$ cat src/design/pem_port_e_regs.vh
// Register offsets, field positions and reset values for the port E pin block
`ifndef PEM_PORT_E_REGS_VH
`define PEM_PORT_E_REGS_VH

// Register offsets (byte addresses on the plain register port)
`define PEM_OFF_PIN_VALUE    4'h0
`define PEM_OFF_OUT_LATCH    4'h1
`define PEM_OFF_DIRECTION    4'h2
`define PEM_OFF_PAD_CFG      4'h3
`define PEM_OFF_OD_CTRL_A    4'h4
`define PEM_OFF_OD_CTRL_B    4'h5
`define PEM_OFF_FUNC_CTRL    4'h6
`define PEM_OFF_STATUS       4'h7

// Field positions
`define PEM_PAD_PULLUP_DIS   6
`define PEM_ODA_UNIT2_OD     6
`define PEM_FN_EXT_BUS       0
`define PEM_FN_SLV_PORT      1
`define PEM_FN_REFCLK        2
`define PEM_FN_PWM_REMAP     3
`define PEM_FN_UNIT2_SEL     4
`define PEM_FN_MCU_MODE      5
`define PEM_FN_PKG80         6

// Reset values
`define PEM_RST_LATCH        8'h00
`define PEM_RST_DIRECTION    8'hFF
`define PEM_RST_PAD_CFG      8'h40
`define PEM_RST_OD           8'h00
`define PEM_RST_FUNC         8'h38

// Reference clock divider: half period in system clock cycles
`define PEM_REFCLK_HALF      8'h02

`endif

$ cat src/design/pem_pin_cell.v
// One port E pin: output selection, drive enable, pull-up and open-drain
`timescale 1ns/1ps
module pem_pin_cell (
   input  wire       mclk,          // System clock
   input  wire       rst,           // Synchronous reset, active high
   input  wire       dirIn,         // Direction bit, 1 = input
   input  wire       latchBit,      // Output latch bit
   input  wire       pullupDis,     // Shared pull-up disable
   input  wire       busOwn,        // Memory bus owns the pin
   input  wire       busOut,        // Memory bus data out
   input  wire       busOe,         // Memory bus drives
   input  wire       slvOwn,        // Slave port owns the pin (strobe input)
   input  wire       refOwn,        // Reference clock owns the pin
   input  wire       refClk,        // Reference clock level
   input  wire       perOwn,        // Capture/compare or PWM owns the pin
   input  wire       perOut,        // Compare/PWM output level
   input  wire       perTri,        // PWM shutdown forces high impedance
   input  wire       openDrain,     // Open-drain drive for peripheral output
   output reg        padOut_r,      // Pad output level
   output reg        padOe_r,       // Pad output enable
   output reg        padPu_r        // Pad weak pull-up enable
);

   reg outNxt;    // Next pad level
   reg oeNxt;     // Next pad enable

   // Fixed-priority owner choice: bus, slave port, ref clock, peripheral, latch
   always @* begin
      outNxt = latchBit;
      oeNxt  = ~dirIn;
      if (busOwn) begin
         outNxt = busOut;
         oeNxt  = busOe;
      end else if (slvOwn) begin
         outNxt = 1'b0;
         oeNxt  = 1'b0;
      end else if (refOwn) begin
         outNxt = refClk;
         oeNxt  = 1'b1;
      end else if (perOwn) begin
         outNxt = perOut;
         oeNxt  = ~dirIn & ~perTri;
         // Open drain: drive low only, release high
         if (openDrain) begin
            oeNxt  = oeNxt & ~perOut;
            outNxt = 1'b0;
         end
      end
   end

   // Registered pad controls; reset leaves the pin an input with no pull-up
   always @(posedge mclk) begin
      if (rst) begin
         padOut_r <= 1'b0;
         padOe_r  <= 1'b0;
         padPu_r  <= 1'b0;
      end else begin
         padOut_r <= outNxt;
         padOe_r  <= oeNxt;
         padPu_r  <= ~pullupDis & ~oeNxt;
      end
   end

endmodule

$ cat src/design/pem_port_e.v
// Port E eight-pin GPIO with alternate function multiplexing and register port
// Functional notes
// - Eight pins; direction 0 drives latch, 1 inputs
// - Any reset makes all pins inputs
// - Shared pad bit 6 disables all pull-ups
// - Driven pins never get a pull-up
// - Pull-ups disabled after any reset
// - Open-drain bit 6 makes unit-two pin7 open-drain
// - Default PWM B/C/D outputs on pins 6..0
// - 80-pin remap clear moves unit1/3 B,C away
// - Unit-two select clear puts unit two on pin7 in MCU mode
// - Slave port: pin0 read, pin1 write, pin2 select
// - Reference clock drives pin3 regardless of direction
// - Peripheral output overrides latch; input feeds capture
// - PWM outputs tri-state on shutdown when configured
// - Memory bus carries address/data 8..15 both ways
// - Bus, slave port, refclock override direction bit
//
// The register addresses and the strobed register port are this design's own decisions.
`timescale 1ns/1ps
`include "pem_port_e_regs.vh"
module pem_port_e (
   input  wire       mclk,             // System clock, 250 MHz
   input  wire       rst,              // Synchronous reset, active high
   input  wire [3:0] regAddr,          // Register address
   input  wire [7:0] regWrData,        // Register write data
   input  wire       regWrStb,         // Write strobe
   input  wire       regRdStb,         // Read strobe
   output reg  [7:0] regRdData_r,      // Read data, valid the cycle after a read
   input  wire [7:0] padIn,            // Pin levels seen at the pads
   output wire [7:0] padOut,           // Pin output levels (from flip-flops)
   output wire [7:0] padOe,            // Pin output enables (from flip-flops)
   output wire [7:0] padPullup,        // Weak pull-up enables (from flip-flops)
   input  wire [7:0] extBusOut,        // Memory bus data 15..8 out
   input  wire       extBusOe,         // Memory bus drives the data byte
   output reg  [7:0] extBusIn_r,       // Memory bus data 15..8 in
   output reg  [2:0] slvStrobes_r,     // Slave port read, write, select inputs
   input  wire       unit1PwmOutB,     // Unit one PWM output B
   input  wire       unit1PwmOutC,     // Unit one PWM output C
   input  wire       unit2PwmOutA,     // Unit two compare/PWM output A
   input  wire       unit2PwmOutB,     // Unit two PWM output B
   input  wire       unit2PwmOutC,     // Unit two PWM output C
   input  wire       unit2PwmOutD,     // Unit two PWM output D
   input  wire       unit3PwmOutB,     // Unit three PWM output B
   input  wire       unit3PwmOutC,     // Unit three PWM output C
   input  wire [7:0] pwmActive,        // Per-pin PWM or compare output enabled
   input  wire [7:0] pwmShutTri,       // Per-pin shutdown tri-state request
   output reg        unit2CaptureIn_r  // Pin 7 level to unit two capture
);

   // Configuration and data registers
   reg  [7:0] outLatch_r;     // Output latch
   reg  [7:0] direction_r;    // Direction, 1 = input
   reg  [7:0] padCfg_r;       // Pad configuration
   reg  [7:0] odCtrlA_r;      // Open-drain control A
   reg  [7:0] odCtrlB_r;      // Open-drain control B (held for software only)
   reg  [7:0] funcCtrl_r;     // Alternate function enables and config bits
   reg  [7:0] pinSample_r;    // Sampled pin levels
   reg  [7:0] refCnt_r;       // Reference clock divider counter
   reg        refClk_r;       // Reference clock level
   reg  [7:0] rdNxt;          // Read data next value

   wire [7:0] pinOut;         // Cell outputs
   wire [7:0] pinOe;          // Cell enables
   wire [7:0] pinPu;          // Cell pull-ups
   wire [7:0] perOut;         // Peripheral output per pin
   wire [7:0] perOwn;         // Peripheral owns pin
   wire       busEn;          // Memory bus active
   wire       slvEn;          // Slave port active
   wire       refEn;          // Reference clock enabled
   wire       remapKeep;      // Unit one/three B,C stay on this port
   wire       unit2Here;      // Unit two function lives on pin 7

   // Address decode for the write path; the read mux decodes with its own case
   function hit;
      input [3:0] addr;
      input [3:0] off;
      begin
         hit = (addr == off);
      end
   endfunction

   assign busEn     = funcCtrl_r[`PEM_FN_EXT_BUS] & funcCtrl_r[`PEM_FN_PKG80];
   assign slvEn     = funcCtrl_r[`PEM_FN_SLV_PORT] & funcCtrl_r[`PEM_FN_MCU_MODE];
   assign refEn     = funcCtrl_r[`PEM_FN_REFCLK];
   // Remap only exists on the larger package; small parts always keep them
   assign remapKeep = funcCtrl_r[`PEM_FN_PWM_REMAP] | ~funcCtrl_r[`PEM_FN_PKG80];
   assign unit2Here = ~funcCtrl_r[`PEM_FN_UNIT2_SEL] & funcCtrl_r[`PEM_FN_MCU_MODE];

   // Peripheral outputs per pin: default placement on pins 6..0, unit two on 7
   assign perOut = {unit2PwmOutA, unit1PwmOutB, unit1PwmOutC, unit3PwmOutB,
                    unit3PwmOutC, unit2PwmOutB, unit2PwmOutC, unit2PwmOutD};
   assign perOwn = pwmActive & {unit2Here, remapKeep, remapKeep, remapKeep,
                                remapKeep, 3'b111};

   // Pin cells, one per bit
   genvar gi;
   generate
      for (gi = 0; gi < 8; gi = gi + 1) begin : gCell
         pem_pin_cell uCell (
            .mclk      (mclk),
            .rst       (rst),
            .dirIn     (direction_r[gi]),
            .latchBit  (outLatch_r[gi]),
            .pullupDis (padCfg_r[`PEM_PAD_PULLUP_DIS]),
            .busOwn    (busEn),
            .busOut    (extBusOut[gi]),
            .busOe     (extBusOe),
            .slvOwn    (slvEn && (gi < 3)),
            .refOwn    (refEn && (gi == 3)),
            .refClk    (refClk_r),
            .perOwn    (perOwn[gi]),
            .perOut    (perOut[gi]),
            .perTri    (pwmShutTri[gi]),
            .openDrain ((gi == 7) && odCtrlA_r[`PEM_ODA_UNIT2_OD]),
            .padOut_r  (pinOut[gi]),
            .padOe_r   (pinOe[gi]),
            .padPu_r   (pinPu[gi])
         );
      end
   endgenerate

   assign padOut    = pinOut;
   assign padOe     = pinOe;
   assign padPullup = pinPu;

   // Reference clock: divide the system clock, free-running while enabled
   always @(posedge mclk) begin
      if (rst || !refEn) begin
         refCnt_r <= 8'h00;
         refClk_r <= 1'b0;
      end else if (refCnt_r == `PEM_REFCLK_HALF - 8'h01) begin
         refCnt_r <= 8'h00;
         refClk_r <= ~refClk_r;
      end else begin
         refCnt_r <= refCnt_r + 8'h01;
      end
   end

   // Input path: sample pins, feed bus, slave port and capture inputs
   always @(posedge mclk) begin
      if (rst) begin
         pinSample_r      <= 8'h00;
         extBusIn_r       <= 8'h00;
         slvStrobes_r     <= 3'b000;
         unit2CaptureIn_r <= 1'b0;
      end else begin
         pinSample_r      <= padIn;
         extBusIn_r       <= busEn ? padIn : 8'h00;
         // Strobes are held inactive unless the slave port owns the pins
         slvStrobes_r     <= (slvEn && !busEn) ? padIn[2:0] : 3'b000;
         unit2CaptureIn_r <= unit2Here & direction_r[7] & padIn[7];
      end
   end

   // Register writes; writing the pin value register loads the latch
   always @(posedge mclk) begin
      if (rst) begin
         outLatch_r  <= `PEM_RST_LATCH;
         direction_r <= `PEM_RST_DIRECTION;
         padCfg_r    <= `PEM_RST_PAD_CFG;
         odCtrlA_r   <= `PEM_RST_OD;
         odCtrlB_r   <= `PEM_RST_OD;
         funcCtrl_r  <= `PEM_RST_FUNC;
      end else if (regWrStb) begin
         if (hit(regAddr, `PEM_OFF_PIN_VALUE) || hit(regAddr, `PEM_OFF_OUT_LATCH))
            outLatch_r <= regWrData;
         if (hit(regAddr, `PEM_OFF_DIRECTION))
            direction_r <= regWrData;
         if (hit(regAddr, `PEM_OFF_PAD_CFG))
            padCfg_r <= regWrData;
         if (hit(regAddr, `PEM_OFF_OD_CTRL_A))
            odCtrlA_r <= regWrData;
         if (hit(regAddr, `PEM_OFF_OD_CTRL_B))
            odCtrlB_r <= regWrData;
         if (hit(regAddr, `PEM_OFF_FUNC_CTRL))
            funcCtrl_r <= regWrData;
      end
   end

   // Read mux; the direction register reads back software's value, not overrides
   always @* begin
      case (regAddr)
         `PEM_OFF_PIN_VALUE: rdNxt = pinSample_r;
         `PEM_OFF_OUT_LATCH: rdNxt = outLatch_r;
         `PEM_OFF_DIRECTION: rdNxt = direction_r;
         `PEM_OFF_PAD_CFG:   rdNxt = padCfg_r;
         `PEM_OFF_OD_CTRL_A: rdNxt = odCtrlA_r;
         `PEM_OFF_OD_CTRL_B: rdNxt = odCtrlB_r;
         `PEM_OFF_FUNC_CTRL: rdNxt = funcCtrl_r;
         `PEM_OFF_STATUS:    rdNxt = pinOe;
         default:            rdNxt = 8'h00;
      endcase
   end

   // Read data stands only in the cycle after the strobe
   always @(posedge mclk) begin
      if (rst)
         regRdData_r <= 8'h00;
      else if (regRdStb)
         regRdData_r <= rdNxt;
      else
         regRdData_r <= 8'h00;
   end

endmodule

$ cat config.mk
export PLATFORM = sky130hd
export DESIGN_NAME = pem_port_e
export DESIGN_NICKNAME = d
export VERILOG_FILES = /design/src/design/pem_pin_cell.v /design/src/design/pem_port_e.v
export VERILOG_INCLUDE_DIRS = /design/src /design/src/design
export SDC_FILE = /design/constraint.sdc
export NUM_CORES = 1
export LEC_CHECK = 0
export ABC_AREA = 1
export BUFFER_PORTS_ARGS = -buffer_cell sky130_fd_sc_hd__buf_4
export CORE_MARGIN = 5
export CORE_UTILIZATION = 35
export DETAILED_ROUTE_END_ITERATION = 8
export PLACE_DENSITY_LB_ADDON = 0.12
export SLEW_MARGIN = 0
export SYNTH_ARGS = -nofsm -noshare
export SYNTH_HDL_FRONTEND = slang
export SYNTH_SLANG_ARGS = --single-unit
$ cat constraint.sdc
create_clock -name mclk -period 1.5 [get_ports mclk]
set_input_delay 0.45 -clock mclk [delete_from_list [all_inputs] [get_ports mclk]]
set_output_delay 0.45 -clock mclk [all_outputs]
set_load 0.1 [all_outputs]
Word-level counts from Yosys, hierarchy flattened
Cells that the tools add are included.

operators by class
  order comparisons = 0
  reductions and logical operators = 16
  multiply operators = 0
  equal/unequal tests = 8
  shifts and indexed selects = 0
  $add $sub $neg = 1
  divide/modulo/power cells = 0
  mux-type cells = 43
  bitwise gates (word level) = 56

operators with widths
  kind                 number
  $pmux 8 s8           1
  $mux 1               42
  $not 1->1            32
  $and 1x1->1          22
  $eq 4x3->1 const B   4
  $reduce_and 2->1     6
  $add 8x1->8 const B  1
  $and 8x8->8          1
  $eq 4x2->1 const B   2
  $eq 8x1->1 const B   1
  $reduce_or 2->1      4
  $eq 4x1->1 const B   1
  $logic_not 4->1      1
  $logic_not 1->1      2
  $logic_or 1x1->1     2
  $logic_and 1x1->1    1
  $or 1x1->1           1

storage, ports and cells
  bits in writable memories = 0
  bits of input ports = 57
  logic and storage cells = 161
  register bits after elaboration = 109
  memories kept = 0
  output and inout port bits = 44
  latch bits = 0
  memory bits (read-only) = 0

Depth between registers and ports, before layout
  depth in word-level cells = 8
  mapped depth = 8

Cells and area by module
From an unflattened synthesis, not the netlist that was laid out.

second synthesis, totals
  cells, all modules = 681
  area total of the unflattened synthesis = 4,820.9 um^2

modules (own cells, without submodules)
  module        instances  cells each  area an instance (um^2)
  pem_port_e    1          473         3,469.6
  pem_pin_cell  8          26          168.9

Worst setup path before layout
Ideal clock, no wire load.

  kind = reg2out
  from = register extBusIn_r[0]
  to = output extBusIn_r[0]
  data required time = 1,050 ps
  path slack = 141 ps
  buffers on the path = 0
  stages on the path, launching flop included = 1
  arrival time = 909 ps
  cells stage by stage = dfxtp_1

RTL lines
  element                 line              text
  from (decl)             pem_port_e.v:36   output reg [7:0] extBusIn_r,
  from (signal assigned)  pem_port_e.v:149  extBusIn_r <= busEn ? padIn : 8'h00;

No word-level cell between the ends.

Final worst setup path
  from = register gCell[5].uCell.padOe_r
  to = output padOe[5]

RTL lines
  element                 line               text
  from (decl)             pem_pin_cell.v:20  output reg padOe_r,
  from (signal assigned)  pem_pin_cell.v:59  padOe_r <= oeNxt;
  to (decl)               pem_port_e.v:32    output wire [7:0] padOe,

No word-level cell between the ends.

==> impl_metrics.json <==
{
  "grt_first_pass_wirelength_um": 21600,
  "cpPeakStageDelay_ns": 0.43,
  "synth.top_cell.area_share_pct": 46.3,
  "slowest_stage": "dfxtp_1",
  "leakagePower_nw": 2.72,
  "worstMarginPinSlew_ns": 0.362,
  "drtAntennaViolNets": 0,
  "endpoint_kind": "primary output",
  "num-nets-final": 760,
  "final_max_slew_viol_count": 0,
  "place_congestion": 0.868,
  "crit_buf_inv": 1,
  "clk_root_buffer_cell": "clkbuf_16",
  "grtUsageTotal_pct": 17.3,
  "placed_cells": 866,
  "fin_crit_ns": 1.47,
  "cts_buffer_depth": 2,
  "synthArstFlopShare_pct": 0,
  "status": "complete, no violations",
  "critPathRequiredTime_ns": 1.05,
  "hold_slack_ns": 0.292,
  "diodes": 0,
  "hpwl_um": 10500,
  "port_buffers": 100,
  "clock_latency_ns": 0.35,
  "synth-seq-cells": 109,
  "crit_type": "reg -> out",
  "synth_edf_count": 0,
  "relSlewSlack_pct": 75.6,
  "fmax_mhz": 681,
  "grt-ovfl-total": 0,
  "ys_types": 32,
  "syn_to_final_growth_pct": 26.6,
  "wl_per_cell_um": 15.3,
  "finalSetupViolations": 0,
  "netlist_area_mm2": 0.00471,
  "ff2ff_setup_slack_ns": 0.19,
  "fp.dieW_um": 126,
  "drcViolationCount": 0,
  "yosysTopAreaCell": "dfxtp_1",
  "initialDrtViolationCount": 280,
  "rr_worst_depth": 6,
  "avgSynthCellArea_um2": 7.69,
  "dp_slack_ns": -0.0449,
  "routed_via_density": 4.70,
  "start_util_pct": 35.6,
  "grt_max_degree": 34,
  "timing.rr.start": "refCnt_r[0]",
  "grt_pass1_vias": 4135,
  "ios": 101,
  "rsz0062_at_grt": "false",
  "timing.max_cap.violations": 0,
  "cp_cell_sequence": "buf_8",
  "start_kind": "flop",
  "critPathCapture": "padOe[5]",
  "die_y_um": 126,
  "drive_above_1_share_pct": 22.8,
  "htreeDepth": 3,
  "firstDrtPassIters": 4,
  "rows": 42,
  "instances_no_fill": 882,
  "hold_violations": 0,
  "die_area_mm2": 0.0159,
  "cts_hold_buf": 0,
  "skew_ns": 0.00318,
  "wl_um": 13500,
  "critical_path_depth": 1,
  "path_clk_slew_ns": 0.07,
  "antenna_found_initial": 0,
  "synth.area.top_cells": "dfxtp_1 (46%), nand2_1 (8.6%), nand3_1 (8.3%), nor2_1 (5.5%), a21oi_1 (4.9%)",
  "finalCritPeriodShare_pct": 97.8,
  "numCtsBuffers": 9,
  "cp_max_fo": 2,
  "layout_setup_ws_ns": 0.0326,
  "synth_warnings": 0,
  "ir_drop_mv": 0.544,
  "synth_ff_type": "dfxtp_1",
  "vias": 4147,
  "p_per_area_mw_per_mm2": 1080,
  "final_core_util_pct": 45.1,
  "post-synth-top-count-cell": "dfxtp_1",
  "synth_cells": 613,
  "cts_tree": "done",
  "r2r-end": "refCnt_r[1]",
  "hp-class": "in -> reg",
  "power.total_mw": 6.45,
  "cp-startpoint": "gCell[5].uCell.padOe_r",
  "ys_seq_area_share_pct": 46.3,
  "synth.net_count": 672,
  "critPathArrivalTime_ns": 1.02,
  "core_mm2": 0.0132,
  "cts.sinks": 109,
  "synthTopCellsByCount": "dfxtp_1 (109), nand2_1 (108), nand3_1 (78)",
  "path_delay_family": "flip-flops"
}
power breakdown:
group          switching, mW  internal (mW)  leakage, nW  total [mW]
Clock                   1.09           1.67        0.165        2.76
Sequential            0.0341           2.96        0.885        2.99
Combinational          0.454          0.251         1.67       0.705
area by class of cell:
cell class                      instances  area (um2)
Clock buffer                           10         239
Clock inverter                          6         110
Fill cell                            1347        7280
Inverter                               67         253
Multi-Input combinational cell        389        1920
Sequential cell                       109        2180
Tap cell                              176         220
Timing Repair Buffer                  125        1040
repair_timing:
item | 4_1_cts | 5_1_grt
gates resized for setup | 2 | 5
endpoints found under the setup margin | 2 | 5
setup buffers | 0 | 0
worst min-delay path by stage:
| stage | slack (ns) | startpoint | depth (start not counted) | endpoint |
|---|---|---|---|---|
| 6_report | 0.29 | extBusOut[3] | 3 | gCell[3].uCell.padOut_r |
| 5_1_grt | 0.28 | rst | 2 | gCell[2].uCell.padOe_r |
| 4_1_cts | 0.28 | extBusOut[3] | 3 | gCell[3].uCell.padOut_r |
| 3_5_place_dp | 0.43 | odCtrlB_r[0] | 2 | odCtrlB_r[0] |
| 3_3_place_gp | 0.43 | padCfg_r[5] | 2 | padCfg_r[5] |
| 2_1_floorplan | 0.42 | odCtrlB_r[0] | 2 | odCtrlB_r[0] |
routing by layer:
metal,global-route usage [%],up-vias,share of wire [%]
met5,0,-,0
met4,6.25,0,1.9
met2,28.3,107,47
met1,22.8,1892,44
li1,-,2132,-
met3,3.60,16,6.4
state kept, by name, indices dropped and copies added, names as in the netlist:
register              flops
refClk_r                  1
gCell.uCell.padPu_r       8
slvStrobes_r              3
gCell.uCell.padOe_r       8
refCnt_r                  8
odCtrlB_r                 8
unit2CaptureIn_r          1
funcCtrl_r                8
direction_r               8
extBusIn_r                8
odCtrlA_r                 8
gCell.uCell.padOut_r      8
pinSample_r               8
outLatch_r                8
padCfg_r                  8
regRdData_r               8
layout by cell type (no fill, tap or decap), drive strengths merged:
cell,n
nand3,85
o21ai,49
dfxtp,109
ha,2
nor4,1
bufinv,3
o21bai,1
nor3,4
xor2,4
clkinv,3
mux2i,3
o211ai,5
a21oi,46
nand2,108
a31oi,3
buf,125
clkinvlp,2
xnor2,1
or2,1
inv,65
nand4,1
clkbuf,10
nor2,75
per-stage QoR:
step	TNS [ns]	cell area, um2
5_1_grt	0	5970
3_5_place_dp	-0.0490	5590
6_report	0	5970
3_3_place_gp	-0.0479	5590
4_1_cts	0	5950
2_1_floorplan	0	4710
logic make-up (layout without fill, tap and decap cells):
logic type / Yosys count / after routing / share of synthesized area [%]
flip-flops: 109 / 109 / 46.3
AND/OR/NAND/NOR: 275 / 275 / 27.3
adder cells (fa/ha/maj): 2 / 2 / 0.531
AO/OA/AOI/OAI: 104 / 104 / 11.4
multiplexers: 3 / 3 / 0.637
XOR/XNOR: 5 / 5 / 0.929
buffers and inverters: 115 / 208 / 12.9
(Power assumes the default switching activity.)
